==> config.mk <==
export PLATFORM = sky130hd
export DESIGN_NAME = irq_vector_map
export DESIGN_NICKNAME = d
export VERILOG_FILES = /design/src/irq_map_pkg.sv /design/src/level_compare.sv /design/src/irq_vector_map.sv
export VERILOG_INCLUDE_DIRS = /design/src
export SDC_FILE = /design/constraint.sdc
export NUM_CORES = 1
export LEC_CHECK = 0
export BUFFER_PORTS_ARGS = -buffer_cell sky130_fd_sc_hd__buf_2
export CAP_MARGIN = 5
export CELL_PAD_IN_SITES_DETAIL_PLACEMENT = 1
export CELL_PAD_IN_SITES_GLOBAL_PLACEMENT = 1
export CORE_ASPECT_RATIO = 2
export CORE_MARGIN = 1
export CORE_UTILIZATION = 46
export CTS_BUF_LIST = sky130_fd_sc_hd__clkbuf_16
export CTS_CLUSTER_DIAMETER = 80
export DETAILED_ROUTE_END_ITERATION = 8
export PLACE_DENSITY_LB_ADDON = 0.1
export SYNTH_ARGS = -nofsm -noshare
export SYNTH_HDL_FRONTEND = slang
export SYNTH_HIERARCHICAL = 1
export SYNTH_SLANG_ARGS = --single-unit
==> constraint.sdc <==
create_clock -name ref_clk_in -period 17.1 [get_ports ref_clk_in]
set_input_delay 4.275 -clock ref_clk_in [delete_from_list [all_inputs] [get_ports ref_clk_in]]
set_output_delay 4.275 -clock ref_clk_in [all_outputs]
set_load 0.02 [all_outputs]
==> src/irq_map_params.svh <==
// constants for the interrupt request map and vector table
`ifndef IRQ_MAP_PARAMS_SVH
`define IRQ_MAP_PARAMS_SVH

`define NUM_REQ          24
`define LEVEL_W          2
`define REQ_IDX_W        5
`define VEC_BASE         16'hFFFA
`define VEC_STEP         16'h0002
`define LEVEL_RESET      2'h3
`define REQ_EXT4         5'h00
`define REQ_EXT5         5'h01
`define REQ_EXT26        5'h02
`define REQ_EXT37        5'h03
`define REQ_TMR0_LO      5'h05
`define REQ_TMR0_HI      5'h06
`define REQ_TMR1_HI      5'h0E
`define REQ_TMR1_LO      5'h16

`endif

==> src/irq_map_pkg.sv <==
// types shared by the interrupt request map
package irq_map_pkg;
	typedef enum logic [1:0]
	{
		st_idle    = 2'h0,
		st_present = 2'h1,
		st_ack     = 2'h3
	} ctrl_state_t;
endpackage

==> src/level_compare.sv <==
// one stage of the priority tree: keeps the more urgent of two candidates
`timescale 1ns/1ps
`default_nettype none
module level_compare #(
	parameter int IDX_W = 5,
	parameter int LVL_W = 2
) (
	// candidate a, lower request number
	input  wire logic             a_valid_in,
	input  wire logic [IDX_W-1:0] a_idx_in,
	input  wire logic [LVL_W-1:0] a_lvl_in,
	// candidate b, higher request number
	input  wire logic             b_valid_in,
	input  wire logic [IDX_W-1:0] b_idx_in,
	input  wire logic [LVL_W-1:0] b_lvl_in,
	// winner
	output logic                  w_valid_out,
	output logic      [IDX_W-1:0] w_idx_out,
	output logic      [LVL_W-1:0] w_lvl_out
);
	logic take_b;

	// lower level value is more urgent; ties go to a, the lower number
	always_comb
	begin
		take_b = b_valid_in && (!a_valid_in || (b_lvl_in < a_lvl_in));
		w_valid_out = a_valid_in || b_valid_in;
		w_idx_out = take_b ? b_idx_in : a_idx_in;
		w_lvl_out = take_b ? b_lvl_in : a_lvl_in;
	end
endmodule
`default_nettype wire

==> src/irq_vector_map.sv <==
// interrupt source to request mapping, level arbitration and vector lookup
//
// Function
// - external channel 4 drives request 0, vector FFFA/FFFB, and wins ties at equal level.
// - external channel 5 drives request 1, vector FFF8/FFF9.
// - external channels 2 and 6 share request 2, vector FFF6/FFF7.
// - external channels 3 and 7 share request 3, vector FFF4/FFF5.
// - timer 0 lower half drives request 5 at FFF0, upper half request 6 at FFEE.
// - timer 1 upper half drives request 14, vector FFDE/FFDF.
// - timer 1 lower half drives request 22, vector FFCE/FFCF.
`include "irq_map_params.svh"
`timescale 1ns/1ps
`default_nettype none
module irq_vector_map
	import irq_map_pkg::*;
#(
	parameter int NUM_REQ = `NUM_REQ
) (
	// clock and reset
	input  wire logic                  ref_clk_in,
	input  wire logic                  rstn_in,
	// named peripheral sources, level high while requesting
	input  wire logic                  ext4_irq_in,
	input  wire logic                  ext5_irq_in,
	input  wire logic                  ext2_irq_in,
	input  wire logic                  ext6_irq_in,
	input  wire logic                  ext3_irq_in,
	input  wire logic                  ext7_irq_in,
	input  wire logic                  tmr0_lo_irq_in,
	input  wire logic                  tmr0_hi_irq_in,
	input  wire logic                  tmr1_hi_irq_in,
	input  wire logic                  tmr1_lo_irq_in,
	// remaining request lines, indexed by request number
	input  wire logic [NUM_REQ-1:0]    other_req_in,
	// level fields, two bits per request, 0 most urgent, 3 disables
	input  wire logic [2*NUM_REQ-1:0]  level_fields_in,
	// cpu acknowledge of the presented request
	input  wire logic                  cpu_ack_in,
	// to the cpu core
	output logic                       irq_valid_out,
	output logic [`REQ_IDX_W-1:0]      irq_num_out,
	output logic [`LEVEL_W-1:0]        irq_level_out,
	output logic [15:0]                vec_upper_addr_out,
	output logic [15:0]                vec_lower_addr_out,
	output logic [NUM_REQ-1:0]         pending_out
);
	typedef struct packed {
		ctrl_state_t               state;
		logic                      valid;
		logic [`REQ_IDX_W-1:0]     num;
		logic [`LEVEL_W-1:0]       level;
		logic [15:0]               vec_hi;
		logic [15:0]               vec_lo;
		logic [NUM_REQ-1:0]        pending;
	} state_t;

	state_t cur;
	state_t next_cur;

	logic [NUM_REQ-1:0] req_lines;

	// tree nodes: leaves then internal, heap layout over a padded power of two
	localparam int LEAVES = 32;
	localparam int IDX_W  = `REQ_IDX_W;
	logic                  node_valid [2*LEAVES];
	logic [`REQ_IDX_W-1:0] node_idx   [2*LEAVES];
	logic [`LEVEL_W-1:0]   node_lvl   [2*LEAVES];

	// map named sources onto request numbers
	always_comb
	begin
		req_lines = other_req_in;
		req_lines[`REQ_EXT4] = ext4_irq_in;
		req_lines[`REQ_EXT5] = ext5_irq_in;
		req_lines[`REQ_EXT26] = ext2_irq_in | ext6_irq_in;
		req_lines[`REQ_EXT37] = ext3_irq_in | ext7_irq_in;
		req_lines[`REQ_TMR0_LO] = tmr0_lo_irq_in;
		req_lines[`REQ_TMR0_HI] = tmr0_hi_irq_in;
		req_lines[`REQ_TMR1_HI] = tmr1_hi_irq_in;
		req_lines[`REQ_TMR1_LO] = tmr1_lo_irq_in;
	end

	// a line competes only while its level field is not the masked value;
	// pending_out still shows the raw line so masked sources stay visible
	logic [NUM_REQ-1:0] live_req;

	always_comb
	begin
		for (int i = 0; i < NUM_REQ; i++)
		begin
			live_req[i] = req_lines[i] && (level_fields_in[2*i +: 2] != `LEVEL_RESET);
		end
	end

	genvar g;
	generate
		for (g = 0; g < LEAVES; g++)
		begin : g_leaf
			if (g < NUM_REQ)
			begin : g_real
				assign node_valid[LEAVES+g] = live_req[g];
				assign node_idx[LEAVES+g] = IDX_W'(g);
				assign node_lvl[LEAVES+g] = level_fields_in[2*g +: 2];
			end
			else
			begin : g_pad
				assign node_valid[LEAVES+g] = 1'b0;
				assign node_idx[LEAVES+g] = IDX_W'(g);
				assign node_lvl[LEAVES+g] = `LEVEL_RESET;
			end
		end
		for (g = 1; g < LEAVES; g++)
		begin : g_node
			// left child holds the lower request numbers, so ties keep the lower one
			level_compare #(
				.IDX_W (`REQ_IDX_W),
				.LVL_W (`LEVEL_W)
			) u_cmp (
				.a_valid_in  (node_valid[2*g]),
				.a_idx_in    (node_idx[2*g]),
				.a_lvl_in    (node_lvl[2*g]),
				.b_valid_in  (node_valid[2*g+1]),
				.b_idx_in    (node_idx[2*g+1]),
				.b_lvl_in    (node_lvl[2*g+1]),
				.w_valid_out (node_valid[g]),
				.w_idx_out   (node_idx[g]),
				.w_lvl_out   (node_lvl[g])
			);
		end
		assign node_valid[0] = 1'b0;
		assign node_idx[0] = '0;
		assign node_lvl[0] = '0;
	endgenerate

	// vector upper byte sits at base minus two per request number
	function automatic logic [15:0] vec_of(input logic [`REQ_IDX_W-1:0] n);
		logic [15:0] off;
		logic [15:0] vec;
		off = 16'({11'h000, n}) << 1;
		vec = 16'(`VEC_BASE - off);
		return vec;
	endfunction

	// root of the tree, taken into the state only while idle
	logic                  win_valid;
	logic [IDX_W-1:0]      win_idx;
	logic [`LEVEL_W-1:0]   win_lvl;
	logic [15:0]           win_vec_hi;
	logic [15:0]           win_vec_lo;

	always_comb
	begin
		win_valid = node_valid[1];
		win_idx = node_idx[1];
		win_lvl = node_lvl[1];
		win_vec_hi = vec_of(node_idx[1]);
		win_vec_lo = 16'(win_vec_hi + 16'h0001);
	end

	always_comb
	begin
		next_cur = cur;
		next_cur.pending = req_lines;
		case (cur.state)
			st_idle:
			begin
				if (win_valid)
				begin
					next_cur.state = st_present;
					next_cur.valid = 1'b1;
					next_cur.num = win_idx;
					next_cur.level = win_lvl;
					next_cur.vec_hi = win_vec_hi;
					next_cur.vec_lo = win_vec_lo;
				end
			end
			st_present:
			begin
				// presentation is held stable until the cpu takes it, so the
				// vector never changes under a fetch in progress
				if (cpu_ack_in)
				begin
					next_cur.state = st_ack;
					next_cur.valid = 1'b0;
				end
			end
			st_ack:
			begin
				// one idle cycle lets the source drop its request first
				next_cur.state = st_idle;
			end
			default:
			begin
				next_cur.state = st_idle;
				next_cur.valid = 1'b0;
			end
		endcase
	end

	always_ff @(posedge ref_clk_in)
	begin
		if (!rstn_in)
		begin
			// every output reads zero while reset is held
			cur <= '0;
			cur.state <= st_idle;
		end
		else
		begin
			cur <= next_cur;
		end
	end

	always_comb
	begin
		irq_valid_out = cur.valid;
		irq_num_out = cur.num;
		irq_level_out = cur.level;
		vec_upper_addr_out = cur.vec_hi;
		vec_lower_addr_out = cur.vec_lo;
		pending_out = cur.pending;
	end
endmodule
`default_nettype wire

Word-level counts from Yosys, hierarchy flattened
Index checks and enable logic that the tools add are counted.
{"block": "totals", "reg_bits": 58, "input_bits": 85, "out_inout_bits": 64}
{"block": "op_classes", "add_sub_neg": 2, "n_lt_le_gt_ge": 23, "eq_ne": 28, "mux": 50, "bitwise": 3, "reduce_logical": 120}
{"operator": "$mux W5", "count": 11}
{"operator": "$ne A2 B2 Y1 const B", "count": 25}
{"operator": "$logic_and A1 B1 Y1", "count": 47}
{"operator": "$logic_or A1 B1 Y1", "count": 46}
{"operator": "$lt A2 B2 Y1", "count": 23}
{"operator": "$mux W2", "count": 23}
{"operator": "$mux W42", "count": 1}
{"operator": "$logic_not A1 Y1", "count": 23}
{"operator": "$mux W1", "count": 12}
{"operator": "$add A8 B2 Y9 const B", "count": 1}
{"operator": "$sub A4 B7 Y8 const A", "count": 1}
{"operator": "$pmux W2 S2", "count": 1}
{"operator": "$reduce_and A2 Y1", "count": 2}
{"operator": "$mux W3", "count": 1}
{"operator": "$pmux W1 S3", "count": 1}
{"operator": "$reduce_and A3 Y1", "count": 1}
{"operator": "$eq A2 B1 Y1 const B", "count": 1}
{"operator": "$eq A2 B2 Y1 const B", "count": 1}
{"operator": "$logic_not A2 Y1", "count": 1}
{"operator": "$ne A2 B1 Y1 const B", "count": 1}
{"operator": "$or A1 B1 Y1", "count": 2}
{"operator": "$not A1 Y1", "count": 1}

Longest topological paths before layout
{"block": "depth", "depth_word": 26, "depth_mapped": 29, "mapped_depth_nobuf": 29}

By module
The synthesis kept the hierarchy.
{"module": "level_compare", "n_inst": 31, "cells_per_inst": 14, "area_each_um2": 143.9, "seq_area_each_um2": 0.0}
{"module": "irq_vector_map", "n_inst": 1, "cells_per_inst": 212, "area_each_um2": 1970.6, "seq_area_each_um2": 800.8}

Least setup slack after synthesis
No wires, ideal clock.
{"block": "synth_path", "path_kind": "input port to flip-flop", "start": "in tmr1_hi_irq_in", "end": "reg cur, in the netlist vec_lower_addr_out[4]", "setup_ns": 0.070, "t_arrival_ns": 9.516, "required_ns": 17.030, "path_slack_ns": 7.514, "stages": 25, "n_path_buf": 0, "cell_sequence": "a21boi_0 > nand2_1 > o211ai_4 > mux2_2 > ha_1 > nand2_1 > o211ai_4 > mux2_2 > ha_1 > nand2_1 > o211ai_4 > mux2_2 > ha_1 > nand2_1 > o211ai_4 > mux2_2 > inv_1 > ha_1 > nand2_1 > o211ai_4 > mux2_2 > ha_1 > xnor2_1 > nand2_1 > a21boi_1"}
{"element": "start, declared", "line": "irq_vector_map.sv:31", "rtl": "input wire logic tmr1_hi_irq_in,"}
{"element": "end signal, assigned", "line": "irq_vector_map.sv:210", "rtl": "cur <= next_cur;"}
{"element": "end, declared", "line": "irq_vector_map.sv:57", "rtl": "state_t cur;"}

==> out/metrics.cfg <==
[grt]
grt_util_all_layers=0.2214
grt_pass1_wl_mm=25.47
grt_pass1_vias=5739
grt-ovfl-total=0
antenna_found_initial=0
grt_max_degree=40

[synthesis]
syn_area_per_cell_um2=9.955
synth_seq_area_share=0.1245
netlist_area_um2=6431
yosysTopAreaCell=mux2_2
yosysTopAreaCellShare=0.3800
syn-instance-count=646
ys_types=30
yosys_warnings=6
ys_ff_latch=40
synthTopCellsByArea=mux2_2 (38%), dfxtp_1 (12%), o211ai_4 (10%)

[power_and_ir_drop]
power.leakage_uw=0.003794
vdd_drop_max_mv=0.05508
power_density_nw_per_um2=90.89

[drt]
wire_per_inst_um=14.38
drt-total-wl_mm=15.67
drc=0
dr_total_vias=5179
drt.antenna.violating_nets=0
dr.first_iter.drc_count=84
via_per_inst=4.751
drt_pass1_iterations=4

[timing]
finalClockSkew_ns=0.003133
min_period_over_period=0.5851
min_period_ns=10.01
finalSetupViolCount=0
max_freq_mhz=99.95
worst_pin_slew_ns=0.6473
fin_hold_ws_ns=0.4610
slew_headroom=0.5685
rsz0062_at_grt=false
drv_slew=0
final_hold_viol_count=0
fin_tns_setup_ns=0

[clock_network]
cts_hold_buffers=0
cts_made_buffers=5
cts.repair.resized=0
cts_sinks=40
clk_pin_slew_worst_paths_ns=0.07
clk_path_buf_depth=2
htree_levels=2
post-cts-setup-buffers=0
cts_root_buf=clkbuf_16
cts_tree=done
clk_latency_ns=0.29

[worst_setup_path]
reg2reg_setup_slack_ns=15.65
crit_path_max_fanout=7
reg2reg_depth=3
startpoint_type=input pin
cp-end-kind=flop
worst_r2r_endpoint=vec_lower_addr_out[5]$_SDFFE_PN0P_
required_ns=17.32
crit_start=level_fields_in[28]
path_class=in2reg
cp.arrival_ns=10.23
reg2reg_from=cur[64]$_SDFFE_PN0P_
crit_end=vec_lower_addr_out[4]$_SDFFE_PN0P_

[finish]
drive_gt1_frac=0.4941
diodes=0
syn_to_final_growth_pct=20.82
final_util=0.5750
fillers=1713
layout.nets=1051

[outcome]
run_status=finished, final reports clean

[floorplanning]
die_h_um=169.2
fp.dieW_um=85.61
core_area_um2=13510
io_pins=149
initial_core_util=0.4759
die-area_um2=14490
rows=60

[worst_hold_path]
hold_path_class=reg2reg

[place]
gp_congestion=0.7639
io_buffers=139
dp_hpwl_mm=13.66

[job]
max_cap_violations=0

-- state kept, by name (all words and copies together) (netlist names) --
register / count
pending_out: 24
cur: 2
vec_lower_addr_out: 6
irq_num_out: 5
irq_level_out: 2
irq_valid_out: 1
-- synthesized netlist by cell type (all sizes together) --
library cell and number:
a21boi 32, a21oi 4, a31oi 1, and2 22
and2b 1, and4 1, buf 65, clkbuf 4
conb 2, dfxtp 40, ha 32, inv 31
mux2 217, nand2 82, nand2b 2, nand4 1
nor2 6, nor2b 33, nor3b 1, o211a 2
o211ai 31, o21a 1, o21ai 2, or2 31
or3b 1, xnor2 1
-- stage by stage --
| step | setup slack, ns | instance area [um^2] | total power (uW) | std cells |
|---|---|---|---|---|
| 2_1_floorplan | 7.514 | 7223 | 514.9 | 857 |
| 5_1_grt | 6.721 | 7770 | 755.4 | 1090 |
| 4_1_cts | 7.040 | 7770 | 696.2 | 1090 |
| 6_report | 7.095 | 7770 | 706.2 | 1090 |
| 3_5_place_dp | 6.793 | 7602 | 574.4 | 1082 |
| 3_3_place_gp | 6.990 | 7602 | 562.4 | 1082 |
-- worst min path at each step --
| stage | start | endpoint | slack, ns | depth (start not counted) |
|---|---|---|---|---|
| floorplan | irq_level_out[0]$_SDFFE_PN0P_ | irq_level_out[0]$_SDFFE_PN0P_ | 0.44 | 2 |
| global placement | irq_level_out[1]$_SDFFE_PN0P_ | irq_level_out[1]$_SDFFE_PN0P_ | 0.45 | 2 |
| detailed placement | irq_level_out[1]$_SDFFE_PN0P_ | irq_level_out[1]$_SDFFE_PN0P_ | 0.45 | 2 |
| CTS | irq_level_out[1]$_SDFFE_PN0P_ | irq_level_out[1]$_SDFFE_PN0P_ | 0.46 | 2 |
| global route | irq_num_out[0]$_SDFFE_PN0P_ | irq_num_out[0]$_SDFFE_PN0P_ | 0.48 | 2 |
| finish | irq_level_out[1]$_SDFFE_PN0P_ | irq_level_out[1]$_SDFFE_PN0P_ | 0.46 | 2 |
-- kinds of logic after synthesis --
logic type,synth area share
multiplexers,0.3800
AND/OR/NAND/NOR,0.1811
buffers and inverters,0.09747
AO/OA/AOI/OAI,0.1521
flip-flops,0.1245
adder cells (fa/ha/maj),0.06226
other,0.001168
XOR/XNOR,0.001362
-- area by class of cell --
cell class,count,area (um^2),area share
Multi-Input combinational cell,717,5796,0.7459
Sequential cell,40,800.8,0.1031
Timing Repair Buffer,139,695.7,0.08953
Tap cell,155,193.9,0.02496
Clock buffer,5,125.1,0.01610
Inverter,31,116.4,0.01498
Clock inverter,3,42.54,0.005475
-- worst max-delay path, stage by stage --
cell and delay [ns]:
buf_2 0.11, a21boi_0 0.30, nand2_1 0.15, o211ai_4 0.30
mux2_2 0.39, ha_1 0.28, nand2_1 0.07, o211ai_4 0.28
mux2_2 0.40, ha_1 0.28, nand2_1 0.08, o211ai_4 0.27
mux2_2 0.40, ha_1 0.28, nand2_1 0.07, o211ai_4 0.27
mux2_2 0.40, inv_1 0.08, ha_1 0.13, nand2_1 0.07
o211ai_4 0.28, mux2_2 0.44, ha_1 0.24, xnor2_1 0.14
nand2_1 0.07, a21boi_1 0.15
-- metal layers --
| metal | vias to the layer above | track usage | wire (um) |
|---|---|---|---|
| met1 | 2531 | 0.1760 | 4765 |
| met4 | 0 | 0.06739 | 329 |
| met5 | - | 0 | 0 |
| li1 | 2570 | - | - |
| met3 | 18 | 0.01556 | 175 |
| met2 | 60 | 0.5162 | 10400 |
-- power breakdown --
group	internal [uW]	switching [uW]
Combinational	229	245
Sequential	110	10.7
Clock	68.7	42.7
Total	408	299
-- placed cells by master (no fill, tap or decap) --
master and count:
o211ai_4 31, a21oi_1 4, buf_2 139, a21boi_0 22, and4_1 1, or2_2 31
and2b_2 1, clkbuf_16 5, dfxtp_1 40, nand2b_1 2, clkinv_4 1, nand4_1 1
nand2_1 82, mux2_2 217, a31oi_1 1, nor3b_4 1, or3b_1 1, conb_1 213
xnor2_1 1, a21boi_1 6, nor2_1 6, o211a_1 2, nor2b_1 2, o21ai_0 2
o21a_1 1, and2_1 22, clkinv_1 1, a21boi_2 4, ha_1 32, inv_1 31
nor2b_4 31, bufinv_16 1
(Power assumes the default switching activity.)
